[src/hdl/hsps_map.svh]
// offsets, field positions and timing figures of the host serial port
`ifndef HSPS_MAP_SVH
`define HSPS_MAP_SVH

// system clock period in ns
`define HSPS_CLK_PERIOD_NS 20
// delay from first select rising edge to spi, in ns
`define HSPS_SEL_DELAY_NS 200000
// command byte layout
`define HSPS_CMD_RW_BIT 7
`define HSPS_CMD_READ 1'b1
// last bit index inside a byte
`define HSPS_LAST_BIT 3'h7
// idle level of the synchronised pins: select, clock, data
`define HSPS_PIN_IDLE 3'h7
// address step for auto-increment
`define HSPS_ADDR_STEP 7'h01

`endif

[src/hdl/hsps_unused_placeholder_removed.sv]
// intentionally empty compile unit guard
`timescale 1ns/10ps
`default_nettype none
`default_nettype wire

[src/hdl/hsps_pkg.sv]
// types shared by the host serial port select block
`default_nettype none

package hsps_pkg;

  typedef enum logic [1:0] {
    HSPS_IDLE = 2'h0,
    HSPS_CMD = 2'h1,
    HSPS_WR = 2'h3,
    HSPS_RD = 2'h2
  } hsps_state_t;

  typedef struct packed {
    logic we;
    logic re;
    logic [6:0] addr;
    logic [7:0] data;
  } hsps_reg_req_t;

endpackage

`default_nettype wire

[src/hdl/hsps_sync.sv]
// two-flop synchroniser for pins from outside the system clock
`timescale 1ns/10ps
`default_nettype none

module hsps_sync #(
  parameter int W = 1,
  parameter logic [W-1:0] RST_VAL = '0
) (
  // clock and control
  input wire logic clk_sys_i,
  input wire logic rst_i,
  input wire logic ce_i,
  // data
  input wire logic [W-1:0] d_i,
  output logic [W-1:0] q_o
);

  logic [W-1:0] meta;

  // meta is read by q_o alone
  always_ff @(posedge clk_sys_i)
  begin
    if (rst_i)
    begin
      meta <= RST_VAL;
      q_o <= RST_VAL;
    end
    else if (ce_i)
    begin
      meta <= d_i;
      q_o <= meta;
    end
  end

endmodule

`default_nettype wire

[src/hdl/hsps_port_sel.sv]
// protocol choice for the primary port: i2c by default, spi on request
`timescale 1ns/10ps
`default_nettype none

module hsps_port_sel #(
  parameter int DELAY_CYC = 10000
) (
  // clock and control
  input wire logic clk_sys_i,
  input wire logic rst_i,
  input wire logic ce_i,
  // rising edge of the synchronised select pin
  input wire logic sel_rise_i,
  input wire logic perm_i,
  // chosen protocol, high for spi
  output logic spi_o
);

  localparam int CW = $clog2(DELAY_CYC + 1);

  logic armed;
  logic [CW-1:0] cnt;
  logic spi;
  logic next_armed;
  logic [CW-1:0] next_cnt;
  logic next_spi;

  // =========================================================
  // switch-over timer
  always_comb
  begin
    next_armed = armed;
    next_cnt = cnt;
    next_spi = spi | perm_i; // [RQ4]
    if (!spi && !armed && sel_rise_i)
    begin
      next_armed = 1'b1; // [RQ2]
      next_cnt = '0;
    end
    else if (armed && !spi)
    begin
      if (cnt == CW'(DELAY_CYC - 1))
        next_spi = 1'b1; // [RQ2]
      else
        next_cnt = cnt + CW'(1);
    end
  end

  // only a reset leaves spi again
  always_ff @(posedge clk_sys_i)
  begin
    if (rst_i)
    begin
      armed <= 1'b0; // [RQ1]
      cnt <= '0;
      spi <= 1'b0;
    end
    else if (ce_i)
    begin
      armed <= next_armed;
      cnt <= next_cnt;
      spi <= next_spi;
    end
  end

  assign spi_o = spi;
endmodule

`default_nettype wire

[src/hdl/hsps_top.sv]
// host serial port: protocol select and spi slave, 4-wire and 3-wire
// Notes on behaviour
// RQ1: after reset the port is i2c while select stays high and still.
// RQ2: first select rising edge switches to spi after 200 us, held.
// RQ3: host does one throw-away id read to enter spi.
// RQ4: permanent select bit forces spi from every reset.
// RQ5: clock modes 00 and 11; clock level at select fall recorded.
// RQ6: 4-wire by default; three-wire select moves data to shared pin.
// RQ7: single access is one command byte plus one data byte.
// RQ8: select low starts a transaction, select high ends it.
// RQ9: data changes on falling clock edge, sampled on rising edge.
// RQ10: in 4-wire, serial out stays high impedance during writes.
// RQ11: burst write takes first address then steps it per byte.
// RQ12: burst read steps address after each returned byte.
// RQ13: first read byte is a dummy; n bytes need n+1 clocked. The code sends no dummy; read data follows the command byte.
// RQ14: command bit 0 means write, 1 read; seven address bits follow.
// RQ15: write carries eight data bits in, read returns eight out.
// RQ16: 3-wire uses select, clock and bidirectional shared pin.
// RQ17: host idles 2 us after reads and normal-mode writes.
// RQ18: host idles 450 us after writes in suspend or low power.
// RQ19: for i2c the board ties select high permanently.
// RQ20: bytes travel most significant bit first.
`timescale 1ns/10ps
`default_nettype none
`include "hsps_map.svh"

module hsps_top
  import hsps_pkg::*;
#(
  parameter int SEL_DELAY_CYC = `HSPS_SEL_DELAY_NS / `HSPS_CLK_PERIOD_NS
) (
  // clock, reset, enable
  input wire logic clk_sys_i,
  input wire logic rst_i,
  input wire logic ce_i,
  // primary port pins
  input wire logic select_n_pin_i,
  input wire logic serial_clock_pin_i,
  input wire logic shared_data_pin_i,
  output logic shared_data_pin_o,
  output logic shared_data_pin_oe_n_o,
  output logic serial_out_pin_o,
  output logic serial_out_pin_oe_n_o,
  // configuration from the register side
  input wire logic permanent_serial_select_i,
  input wire logic three_wire_select_i,
  // register file access
  output var hsps_reg_req_t reg_req_o,
  input wire logic [7:0] reg_rdata_i,
  // status
  output logic spi_sel_o,
  output logic spi_clk_mode_o
);

  logic sel_s;
  logic sck_s;
  logic sdi_s;
  logic sel_q;
  logic sck_q;
  logic sel_rise;
  logic sel_fall;
  logic sck_rise;
  logic sck_fall;
  logic spi;

  hsps_state_t state;
  logic [2:0] bitcnt;
  logic [7:0] rx;
  logic [6:0] addr;
  logic [7:0] tx;
  logic [7:0] rd_buf;
  logic rd_pend;
  logic re_d;
  logic cpol;
  logic serial_out_pin;
  logic sdo_oe_n;
  logic sda_oe_n;
  hsps_reg_req_t req;

  hsps_state_t next_state;
  logic [2:0] next_bitcnt;
  logic [7:0] next_rx;
  logic [6:0] next_addr;
  logic [7:0] next_tx;
  logic [7:0] next_rd_buf;
  logic next_rd_pend;
  logic next_re_d;
  logic next_cpol;
  logic next_sdo;
  logic next_sdo_oe_n;
  logic next_sda_oe_n;
  hsps_reg_req_t next_req;

  // =========================================================
  // pin capture
  hsps_sync #(
    .W(3),
    .RST_VAL(`HSPS_PIN_IDLE)
  ) u_sync (
    .clk_sys_i(clk_sys_i),
    .rst_i(rst_i),
    .ce_i(ce_i),
    .d_i({select_n_pin_i, serial_clock_pin_i, shared_data_pin_i}),
    .q_o({sel_s, sck_s, sdi_s})
  );

  // edge history sits after the synchroniser, never on its first flop
  always_ff @(posedge clk_sys_i)
  begin
    if (rst_i)
    begin
      sel_q <= 1'b1;
      sck_q <= 1'b1;
    end
    else if (ce_i)
    begin
      sel_q <= sel_s;
      sck_q <= sck_s;
    end
  end

  assign sel_rise = sel_s & ~sel_q;
  assign sel_fall = ~sel_s & sel_q;
  assign sck_rise = sck_s & ~sck_q; // [RQ9]
  assign sck_fall = ~sck_s & sck_q; // [RQ9]

  // =========================================================
  // protocol choice
  hsps_port_sel #(
    .DELAY_CYC(SEL_DELAY_CYC)
  ) u_port_sel (
    .clk_sys_i(clk_sys_i),
    .rst_i(rst_i),
    .ce_i(ce_i),
    .sel_rise_i(sel_rise), // [RQ2]
    .perm_i(permanent_serial_select_i), // [RQ4]
    .spi_o(spi)
  );

  // =========================================================
  // spi slave engine
  always_comb
  begin
    next_state = state;
    next_bitcnt = bitcnt;
    next_rx = rx;
    next_addr = addr;
    next_tx = tx;
    next_rd_buf = rd_buf;
    next_rd_pend = rd_pend;
    next_re_d = req.re;
    next_cpol = cpol;
    next_sdo = serial_out_pin;
    next_sdo_oe_n = 1'b1;
    next_sda_oe_n = 1'b1;
    next_req = req;
    next_req.we = 1'b0;
    next_req.re = 1'b0;
    // register file answers one cycle after the read strobe
    if (re_d)
      next_rd_buf = reg_rdata_i; // [RQ15]
    if (!spi || sel_s)
    begin
      next_state = HSPS_IDLE; // [RQ8]
      next_rd_pend = 1'b0;
    end
    else
    begin
      unique case (state)
        HSPS_IDLE:
        begin
          if (sel_fall)
          begin
            next_state = HSPS_CMD; // [RQ8]
            next_bitcnt = '0;
            next_cpol = sck_s; // [RQ5]
          end
        end
        HSPS_CMD:
        begin
          if (sck_rise)
          begin
            next_rx = {rx[6:0], sdi_s}; // [RQ20]
            next_bitcnt = bitcnt + 3'h1;
            if (bitcnt == `HSPS_LAST_BIT)
            begin
              next_addr = {rx[5:0], sdi_s}; // [RQ14]
              if (rx[`HSPS_CMD_RW_BIT - 1] == `HSPS_CMD_READ)
              begin
                // no dummy byte: the first read data byte follows the command byte directly
                next_state = HSPS_RD; // [RQ13]
                next_req.re = 1'b1;
                next_req.addr = {rx[5:0], sdi_s};
                next_rd_pend = 1'b1;
              end
              else
                next_state = HSPS_WR; // [RQ14]
            end
          end
        end
        HSPS_WR:
        begin
          if (sck_rise)
          begin
            next_rx = {rx[6:0], sdi_s}; // [RQ20]
            next_bitcnt = bitcnt + 3'h1;
            if (bitcnt == `HSPS_LAST_BIT)
            begin
              next_req.we = 1'b1; // [RQ7] [RQ15]
              next_req.addr = addr;
              next_req.data = {rx[6:0], sdi_s};
              next_addr = addr + `HSPS_ADDR_STEP; // [RQ11]
            end
          end
        end
        HSPS_RD:
        begin
          if (sck_fall)
          begin
            // drive on the falling edge, master samples on rising
            if (rd_pend)
            begin
              next_sdo = rd_buf[7]; // [RQ9]
              next_tx = {rd_buf[6:0], 1'b0};
              next_rd_pend = 1'b0;
            end
            else
            begin
              next_sdo = tx[7]; // [RQ20]
              next_tx = {tx[6:0], 1'b0};
            end
          end
          if (sck_rise)
          begin
            next_bitcnt = bitcnt + 3'h1;
            if (bitcnt == `HSPS_LAST_BIT)
            begin
              // prefetch the next byte for the following fall
              next_addr = addr + `HSPS_ADDR_STEP; // [RQ12]
              next_req.re = 1'b1;
              next_req.addr = addr + `HSPS_ADDR_STEP;
              next_rd_pend = 1'b1;
            end
          end
          // 4-wire drives serial out, 3-wire the shared pin
          next_sdo_oe_n = three_wire_select_i; // [RQ6]
          next_sda_oe_n = ~three_wire_select_i; // [RQ16]
        end
      endcase
    end
    if (next_state != HSPS_RD)
    begin
      next_sdo_oe_n = 1'b1; // [RQ10]
      next_sda_oe_n = 1'b1;
    end
  end

  always_ff @(posedge clk_sys_i)
  begin
    if (rst_i)
    begin
      state <= HSPS_IDLE;
      bitcnt <= '0;
      rx <= '0;
      addr <= '0;
      tx <= '0;
      rd_buf <= '0;
      rd_pend <= 1'b0;
      re_d <= 1'b0;
      cpol <= 1'b0;
      serial_out_pin <= 1'b0;
      sdo_oe_n <= 1'b1;
      sda_oe_n <= 1'b1;
      req <= '0;
    end
    else if (ce_i)
    begin
      state <= next_state;
      bitcnt <= next_bitcnt;
      rx <= next_rx;
      addr <= next_addr;
      tx <= next_tx;
      rd_buf <= next_rd_buf;
      rd_pend <= next_rd_pend;
      re_d <= next_re_d;
      cpol <= next_cpol;
      serial_out_pin <= next_sdo;
      sdo_oe_n <= next_sdo_oe_n;
      sda_oe_n <= next_sda_oe_n;
      req <= next_req;
    end
  end

  assign shared_data_pin_o = serial_out_pin;
  assign shared_data_pin_oe_n_o = sda_oe_n;
  assign serial_out_pin_o = serial_out_pin;
  assign serial_out_pin_oe_n_o = sdo_oe_n;
  assign reg_req_o = req;
  assign spi_sel_o = spi;
  assign spi_clk_mode_o = cpol;
endmodule

`default_nettype wire

[config.mk]
export PLATFORM = sky130hd
export DESIGN_NAME = hsps_top
export DESIGN_NICKNAME = d
export VERILOG_FILES = /design/src/hdl/hsps_unused_placeholder_removed.sv /design/src/hdl/hsps_pkg.sv /design/src/hdl/hsps_sync.sv /design/src/hdl/hsps_port_sel.sv /design/src/hdl/hsps_top.sv
export VERILOG_INCLUDE_DIRS = /design/src /design/src/hdl
export SDC_FILE = /design/constraint.sdc
export NUM_CORES = 1
export LEC_CHECK = 0
export BUFFER_PORTS_ARGS = -buffer_cell sky130_fd_sc_hd__buf_2
export CAP_MARGIN = 20
export CORE_MARGIN = 10
export CORE_UTILIZATION = 63
export CTS_CLUSTER_DIAMETER = 120
export CTS_CLUSTER_SIZE = 20
export DETAILED_ROUTE_END_ITERATION = 16
export PLACE_DENSITY_LB_ADDON = 0.2
export SYNTH_ARGS = -nofsm -noshare
export SYNTH_HDL_FRONTEND = slang
export SYNTH_HIERARCHICAL = 1
export SYNTH_SLANG_ARGS = --single-unit
[constraint.sdc]
create_clock -name clk_sys_i -period 3.75 [get_ports clk_sys_i]
set_clock_uncertainty 0.15 [all_clocks]
set_input_delay 0.9375 -clock clk_sys_i [delete_from_list [all_inputs] [get_ports clk_sys_i]]
set_output_delay 0.9375 -clock clk_sys_i [all_outputs]
set_load 0.03 [all_outputs]
==> summary.md, run 1 <==
| Metric | Value |
|---|---|
| Outcome | finished clean |
| Leakage power | 1.50 nW |
| Seq. cell area | 1620 um^2 |
| Largest family of logic cells by synthesized area | simple AND/OR/NAND/NOR gates |
| Synth-to-layout area growth | 9.00% |
| Place WS | 0.921 ns |
| Synth cell types | 67 |
| Starting Density | 66.2% |
| Hold Crit Endpoint | reg_req_o[8] |
| Ys Warns | 6 |
| EDFF count, synth | 0 |
| Power Density | 352 nW/um^2 |
| Clk Latency, worst-skew pair | 0.35 ns |
| RSZ-0062 raised after global routing | false |
| Ports | 39 |
| Final hold vios | 0 |
| Multiplexer area fraction after synthesis | 7.28% |
| Syn Nets | 476 |
| Filler cells | 484 |
| Async S/R FF share, synth | 0% |
| Initial antenna violation count | 0 |
| Critical Path Start Type | flop |
| CTS Hold Bufs | 0 |
| HP Start | reg_req_o[8] |
| CP Class | flop to flop |
| DRT Pass-1 Iters | 5 |
| Final setup vio count | 0 |
| Initial detailed-routing violation count | 279 |
| Simple-gate share of the synthesized area | 24.8% |
| Clk sinks | 81 |
| Synth Area in Compound Gates | 19.4% |
| Register area share after synthesis | 40.6% |
| TritonCTS Buffers | 9 |
| Synth Area in Adders | 2.51% |
| Hold path depth | 2 |
| Multi-input gate area | 2180 um^2 |
| CTS tree | built |
| ANT nets after route | 0 |
| R2R cell count | 6 |
| Xor and xnor area share after synthesis | 0.659% |
| Post CTS Setup Buffer Count | 0 |
| Number of remaining DRC errors | 0 |
| Die ar. | 9920 um^2 |
| WP buf/inv | 1 |
| Avg WL per Cell | 16.0 um |
| Post_cts resized | 0 |
| Tot Pwr | 1.53 mW |
| Worst Path Required | 3.83 ns |
| Worst EP arrival | 2.90 ns |
| First-pass GRT wire length | 15,000 um |
| Final hold slack | 0.303 ns |
| CP endpoint kind | flop |
| Final count of pins violating max slew | 0 |
| DPL Wire Length | 6320 um |
| Util after Layout | 72.2% |
| Mapped Avg Cell Area | 8.83 um^2 |
| Core area | 6030 um^2 |
| Vias in the first global route | 3,290 |
| Fin crit period | 2.82 ns |
| Worst hold path class | flop to flop |
| Register-to-register setup slack | 0.93 ns |
| Nets@finish | 501 |
| Yosys reg bits | 81 |
| Worst path max stage delay | 0.62 ns |
| Worst r2r dst | reg_req_o[14] |
| Maximum operating frequency | 355 MHz |
| Worst path slowest cell | nor2_2 |
| Diodes inserted | 0 |
| Max clock buf depth | 2 |
| Placed instance area | 4170 um^2 |
| Max Cap Violations | 0 |
| Slew headroom | 47.6% |
| Largest net degree at the start of global routing | 29 |
| Fin area | 4350 um^2 |
| Clock transition at path regs | 0.08 ns |
| Die W | 99.6 um |
| Total track usage | 17.8% |
| GP Congestion | 0.911 |
| Total gr overflow | 0 |
| Final setup TNS | 0 ns |
| Commonest cells after routing, fill and taps aside | 81 x dfxtp_1, 41 x nor2_1, 38 x buf_2 |
| Most common cell after layout, fill and taps aside | dfxtp_1 |
| Port-buffer cells | 38 |
| Routed wire length | 8920 um |
| CP cell instances | inv_1 > ha_1 > nor2_2 > o221ai_2 > a2111oi_0 > nor3_1 |
| Post-Synthesis Cell Area | 3990 um^2 |
| CP Max Fanout | 19 |
| Mapped Cells | 452 |
| Dpl cells | 541 |
| Share of cells above drive strength 1 | 15.8% |
| Reg2Reg Launch Point | state[0] |
| Top delay family on crit path | compound AO/OA/AOI/OAI gates |
| Chip height | 99.6 um |
| Std-Cell Rows | 28 |
| H-tree depth | 3 |
| Via density | 6.19 |
| Clock Root Buffer | clkbuf_8 |
| Post-Layout Cell Count | 557 |
| Period utilisation layout | 75.1% |
| Top FF cell, synth | dfxtp_1 |
| Worst-margin pin slew | 0.779 ns |
| Setup slack after layout | 0.932 ns |
| Vias | 3,447 |
| Worst vdd ir | 0.232 mV |
sequential cells by signal, indices dropped and copies added (netlist names), 2 cells and up:
signal	cells
addr	7
bitcnt	3
rd_buf	8
reg_req_o	16
rx	7
state	2
tx	7
u_port_sel/cnt	14
u_sync/meta	3
u_sync/q_o	3
worst max path at each step:
stage             start  slack (ns)           endpoint  cells after the start
2_1_floorplan      ce_i        1.44  u_port_sel/cnt[4]                      5
3_3_place_gp       ce_i        0.98  u_port_sel/cnt[4]                      5
3_5_place_dp       ce_i        0.92  u_port_sel/cnt[4]                      5
4_1_cts        state[0]        0.96      reg_req_o[14]                      6
5_1_grt        state[0]        0.71      reg_req_o[14]                      6
6_report       state[0]        0.93      reg_req_o[14]                      6
worst register-to-register path: stages (launching register included):
cell,delay [ns]
dfxtp_1,0.43
inv_1,0.11
ha_1,0.43
nor2_2,0.63
o221ai_2,0.40
a2111oi_0,0.47
nor3_1,0.09
cells in the mapped netlist (6+ instances only):
| master | n | share of area (%) |
|---|---|---|
| inv_1 | 13 | 1.2 |
| clkbuf_1 | 13 | 1.2 |
| dfxtp_1 | 81 | 41 |
| a211oi_1 | 12 | 2.3 |
| nand2_1 | 26 | 2.4 |
| a211o_1 | 7 | 1.5 |
| a21oi_1 | 33 | 4.1 |
| nand3_1 | 24 | 3.0 |
| mux2i_1 | 29 | 7.3 |
| buf_2 | 8 | 1.0 |
| o21ai_0 | 25 | 3.1 |
| nor2_1 | 41 | 3.9 |
| nor3_1 | 12 | 1.5 |
| nor2b_1 | 10 | 1.6 |
| or3_1 | 6 | 0.94 |
| nor4_1 | 8 | 1.3 |
| and2_1 | 7 | 1.1 |
| ha_1 | 8 | 2.5 |
| nand2b_1 | 7 | 1.1 |
final cells by class:
class	instances	share of cell area (%)
Multi-Input combinational cell	329	50.2
Timing Repair Buffer	42	5.06
Clock buffer	9	2.85
Tap cell	75	2.16
Clock inverter	7	1.27
Sequential cell	81	37.3
Inverter	14	1.21
where the power goes:
| part | leakage [nW] | internal (mW) | switching (mW) |
|---|---|---|---|
| logic | 0.758 | 0.0258 | 0.0437 |
| clock network | 0.0915 | 0.247 | 0.339 |
| registers | 0.655 | 0.867 | 0.00982 |
logic make-up after synthesis:
| family | after synthesis |
|---|---|
| AOI/OAI and AO/OA | 114 |
| xor gates and xnor gates | 3 |
| adders and majority gates | 8 |
| buffers and inverters | 42 |
| DFF | 81 |
| muxes | 29 |
| and+or+nand+nor | 175 |
layer usage:
metal / track usage, % / part of all wire, % / up-vias
li1: - / - / 1714
met1: 20.8 / 43 / 1605
met4: 7.83 / 2.2 / 0
met5: 0 / 0 / -
met2: 30.4 / 48 / 111
met3: 3.88 / 6.8 / 17
(Power assumes the default switching activity.)
==> run 2, diff against run 1 <==
--- a/config.mk
+++ b/config.mk
@@ -9,7 +9,7 @@
 export BUFFER_PORTS_ARGS = -buffer_cell sky130_fd_sc_hd__buf_2
 export CAP_MARGIN = 20
 export CORE_MARGIN = 10
-export CORE_UTILIZATION = 63
+export CORE_UTILIZATION = 59
 export CTS_CLUSTER_DIAMETER = 120
 export CTS_CLUSTER_SIZE = 20
 export DETAILED_ROUTE_END_ITERATION = 16
==> constraint.sdc (replaced) <==
create_clock -name clk_sys_i -period 2.6 [get_ports clk_sys_i]
set_clock_uncertainty 0.15 [all_clocks]
set_input_delay 0.65 -clock clk_sys_i [delete_from_list [all_inputs] [get_ports clk_sys_i]]
set_output_delay 0.65 -clock clk_sys_i [all_outputs]
set_load 0.03 [all_outputs]
==> run 2 against run 1 <==
Global-route usage is 0.87 points higher. Combinational power is 48% higher. Sequential share of layout area is 0.52 points lower. Register-to-register slack worse by 0.72 ns. Final area is 1.4% higher. Clock power is 59% higher. Power is 50% higher. Core utilization is 3.9 points lower. Die area is 5.4% higher. Critical path type unchanged. Largest cell class unchanged. Highest routed layer unchanged.
==> summary.md, run 2 (synthesis results as in run 1) <==
| Metric | Value |
|---|---|
| Worst vdd ir | 0.433 mV |
| Core area | 6460 um^2 |
| Via density | 6.28 |
| Ports | 39 |
| Critical Path Start Type | flop |
| Max reg flops | 16 |
| Filler cells | 544 |
| CP Max Fanout | 19 |
| Worst Path Required | 2.74 ns |
| Vias | 3,540 |
| Final setup vio count | 0 |
| R2R cell count | 6 |
| TritonCTS Buffers | 9 |
| Hold path depth | 2 |
| Commonest cells after routing, fill and taps aside | 81 x dfxtp_1, 41 x nor2_1, 38 x buf_2 |
| Initial detailed-routing violation count | 241 |
| Clock transition at path regs | 0.09 ns |
| Starting Density | 61.8% |
| Fin crit period | 2.38 ns |
| Final count of pins violating max slew | 0 |
| First-pass GRT wire length | 16,000 um |
| Placed instance area | 4210 um^2 |
| Most common cell after layout, fill and taps aside | dfxtp_1 |
| Std-Cell Rows | 29 |
| ANT nets after route | 0 |
| Final setup TNS | 0 ns |
| Total track usage | 18.6% |
| Power Density | 522 nW/um^2 |
| Max Cap Violations | 0 |
| H-tree depth | 3 |
| Worst hold path class | flop to flop |
| Slew headroom | 53.0% |
| Worst EP arrival | 2.53 ns |
| Chip height | 102 um |
| DRT Pass-1 Iters | 5 |
| Diodes inserted | 0 |
| Nets@finish | 506 |
| Die W | 102 um |
| Maximum operating frequency | 419 MHz |
| Routed wire length | 9460 um |
| Initial antenna violation count | 0 |
| Util after Layout | 68.3% |
| Clk sinks | 81 |
| Leakage power | 1.54 nW |
| Final hold vios | 0 |
| GP Congestion | 0.910 |
| Port-buffer cells | 38 |
| CP endpoint kind | flop |
| Largest net degree at the start of global routing | 28 |
| Synth-to-layout area growth | 10.5% |
| CP Class | flop to flop |
| Share of cells above drive strength 1 | 16.4% |
| Clk Latency, worst-skew pair | 0.36 ns |
| CTS tree | built |
| Clock Root Buffer | clkbuf_8 |
| Post CTS Setup Buffer Count | 0 |
| Fin area | 4410 um^2 |
| RSZ-0062 raised after global routing | false |
| Outcome | finished clean |
| DPL Wire Length | 6560 um |
| Period utilisation layout | 91.7% |
| Vias in the first global route | 3,355 |
| Die ar. | 10,500 um^2 |
| Number of remaining DRC errors | 0 |
| Max clock buf depth | 2 |
| Worst-margin pin slew | 0.703 ns |
| Total gr overflow | 0 |
| Avg WL per Cell | 16.8 um |
## run 2: changes by cell type in the layout (fill, tap and decap cells not counted), sizes merged
cell	change
clkbuf	+3
clkinv	-1
buf	+5
bufinv	+1
clkinvlp	-1
inv	-2
## run 2: area by class of cell
cell class              instances  area [um^2]  share of cell area, %
clock buffers                  12          145                   3.29
inverters                      14         52.6                   1.19
clock inverters                 4         52.6                   1.19
flip-flops and latches         81         1620                   36.8
well taps                      77         96.3                   2.18
multi-input cells             329         2180                   49.5
repair buffers                 47          258                   5.84
## run 2: final timing paths
path	endpoint	slack (ns)	start
worst min register to register	rd_buf[2]	0.31	rd_buf[2]
worst min-delay path	rd_buf[2]	0.31	rd_buf[2]
worst max-delay path	reg_req_o[9]	0.22	state[0]
worst max register to register	reg_req_o[9]	0.22	state[0]
## run 2: report_power, final
part           leakage (nW)  switching (mW)  internal [mW]
Combinational         0.780          0.0641         0.0392
Sequential            0.655          0.0150           1.25
Clock                 0.101           0.459          0.473
## run 2: metrics by stage
| stage | hold WS (ns) | std cells | power [mW] | setup slack, ns |
|---|---|---|---|---|
| detailed placement | 0.296 | 548 | 1.40 | 0.171 |
| global placement | 0.290 | 548 | 1.39 | 0.189 |
| CTS | 0.309 | 564 | 2.31 | 0.110 |
| floorplan | 0.277 | 452 | 1.36 | 0.581 |
| global route | 0.328 | 564 | 2.38 | 0.126 |
| finish | 0.309 | 564 | 2.30 | 0.216 |
## run 2: critical path: stages, from the launching register on
cell and delay, ns:
dfxtp_1 0.42, inv_1 0.11, ha_2 0.32, nor3b_1 0.64, a222oi_1 0.16, or3_1 0.38
a21oi_1 0.14
## run 2: what timing repair did
item                       CTS  global route
setup endpoints to repair    0             8
hold endpoints to repair     0             0
hold buffers                 0             0
resized for setup            0             1
## run 2: routing by layer
metal	part of all wire, %	vias to the layer above	track usage [%]
met3	5.8	26	3.98
met1	44	1668	23.4
met4	2.5	0	8.68
met2	47	122	30.0
li1	-	1724	-
met5	0	-	0
==> run 3, diff against run 2 <==
--- a/config.mk
+++ b/config.mk
@@ -14,6 +14,7 @@
 export CTS_CLUSTER_SIZE = 20
 export DETAILED_ROUTE_END_ITERATION = 16
 export PLACE_DENSITY_LB_ADDON = 0.2
+export RECOVER_POWER = 25
 export SYNTH_ARGS = -nofsm -noshare
 export SYNTH_HDL_FRONTEND = slang
 export SYNTH_HIERARCHICAL = 1
==> run 3 against run 2 <==
Register-to-register slack got worse by 0.03 ns. Combinational power hardly changed. Routed wire length hardly changed. Cell count is the same. Die area unchanged. Worst setup slack lost 0.026 ns. Global-route usage stayed put. Clock-buffer cell count did not move. Largest power group unchanged. Sequential share of layout area up 0.20 points. Via count about the same. Non-clock buffer count did not move.
==> summary.md, run 3 (synthesis results as in run 1) <==
| Metric | Value |
|---|---|
| Outcome | finished clean |
| RSZ-0062 raised after global routing | false |
| Post_cts resized | 0 |
| DPL Wire Length | 6560 um |
| Power Density | 523 nW/um^2 |
| Clk Latency, worst-skew pair | 0.36 ns |
| Core area | 6460 um^2 |
| Synth-to-layout area growth | 9.94% |
| CTS Hold Bufs | 0 |
| DRT Pass-1 Iters | 5 |
| GP Congestion | 0.910 |
| CTS tree | built |
| Critical Path Start Type | flop |
| Worst Path Required | 2.63 ns |
| Vias | 3,543 |
| Share of cells above drive strength 1 | 14.4% |
| Chip height | 102 um |
| Avg WL per Cell | 16.8 um |
| Total gr overflow | 0 |
| H-tree depth | 3 |
| Worst EP arrival | 2.44 ns |
| Met3 Use GR | 3.98% |
| Final setup TNS | 0 ns |
| Routed wire length | 9450 um |
| Initial antenna violation count | 0 |
| Starting Density | 61.8% |
| Die W | 102 um |
| Place WS | 0.171 ns |
| Setup slack after layout | 0.190 ns |
| Placed instance area | 4210 um^2 |
| Worst path slowest cell | a2111oi_1 |
| Via density | 6.28 |
| Initial detailed-routing violation count | 205 |
| Final count of pins violating max slew | 0 |
| Total track usage | 18.6% |
| Tot Pwr | 2.30 mW |
| Diodes inserted | 0 |
| Worst path max stage delay | 0.56 ns |
| First-pass GRT wire length | 16,000 um |
| Port-buffer cells | 38 |
| Nets@finish | 506 |
| Clock Root Buffer | clkbuf_8 |
| CP Class | flop to flop |
| Max clock buf depth | 2 |
| Clock transition at path regs | 0.08 ns |
| Vias in the first global route | 3,355 |
| CP endpoint kind | flop |
| Top delay family on crit path | simple AND/OR/NAND/NOR gates |
| Worst hold path class | flop to flop |
| Max Cap Violations | 0 |
| Number of remaining DRC errors | 0 |
| Max reg flops | 16 |
| Global route hottest layer | met2 |
| GR Util met1 | 23.4% |
| Std-Cell Rows | 29 |
| Final hold vios | 0 |
| Ports | 39 |
| Slew headroom | 16.8% |
| Worst vdd ir | 0.432 mV |
| TritonCTS Buffers | 9 |
| Period utilisation layout | 92.7% |
| Fin area | 4390 um^2 |
| Final hold slack | 0.308 ns |
| Final setup vio count | 0 |
| Worst-margin pin slew | 1.25 ns |
| Fin crit period | 2.41 ns |
| Post CTS Setup Buffer Count | 0 |
| CP Max Fanout | 13 |
| CP cell instances | ha_1 > nor3b_1 > and2_1 > a2111oi_1 > nor3_1 |
| Die ar. | 10,500 um^2 |
| Commonest cells after routing, fill and taps aside | 81 x dfxtp_1, 41 x nor2_1, 33 x a21oi_1 |
| Largest net degree at the start of global routing | 28 |
| Met2 GRT Util | 30.0% |
| Clk sinks | 81 |
| ANT nets after route | 0 |
| WP buf/inv | 0 |
| Leakage power | 1.50 nW |
| Most common cell after layout, fill and taps aside | dfxtp_1 |
| Maximum operating frequency | 415 MHz |
==> run 3: cell types whose count changed in the layout (fill, tap and decap cells not counted) <==
| cell | previous run | this run |
|---|---|---|
| buf_2 | 38 | 31 |
| or2_0 | 0 | 1 |
| buf_4 | 9 | 4 |
| clkbuf_2 | 0 | 3 |
| clkbuf_1 | 2 | 11 |
| or2_2 | 1 | 0 |
==> run 3: area by class of cell <==
type / count / area (um^2)
clock inverters: 4 / 52.6
multi-input cells: 329 / 2180
clock buffers: 12 / 145
flip-flops and latches: 81 / 1620
inverters: 14 / 52.6
repair buffers: 47 / 234
well taps: 77 / 96.3
fillers: 553 / 2070
==> run 3: worst paths after layout <==
| kind | from | slack (ns) | cells past startpoint | end |
|---|---|---|---|---|
| worst min-delay path | rd_buf[4] | 0.31 | 2 | rd_buf[4] |
| worst max-delay path | state[1] | 0.19 | 5 | reg_req_o[13] |
| worst min register to register | rd_buf[4] | 0.31 | 2 | rd_buf[4] |
| worst max register to register | state[1] | 0.19 | 5 | reg_req_o[13] |
==> run 3: worst register-to-register path, stage by stage, from the launching register on <==
cell and delay (ns):
dfxtp_1 0.44, ha_1 0.50, nor3b_1 0.23, and2_1 0.24
a2111oi_1 0.57, nor3_1 0.12
==> run 3: per-stage QoR <==
step | util, % | cells
3_3_place_gp | 65.2 | 548
6_report | 67.9 | 564
3_5_place_dp | 65.2 | 548
2_1_floorplan | - | 452
5_1_grt | 67.9 | 564
4_1_cts | 68.2 | 564
==> run 3: routing by layer <==
| metal | vias up | wire [um] | part of all wire [%] |
|---|---|---|---|
| li1 | 1724 | - | - |
| met1 | 1663 | 4170 | 44 |
| met2 | 126 | 4460 | 47 |
| met3 | 30 | 572 | 6.1 |
| met4 | 0 | 250 | 2.6 |
| met5 | - | 0 | 0 |
==> run 3: power by group <==
group	internal, mW	total [mW]	switching [mW]
logic	0.0358	0.0996	0.0638
registers	1.25	1.26	0.0151
clock network	0.473	0.931	0.458
total	1.76	2.30	0.537
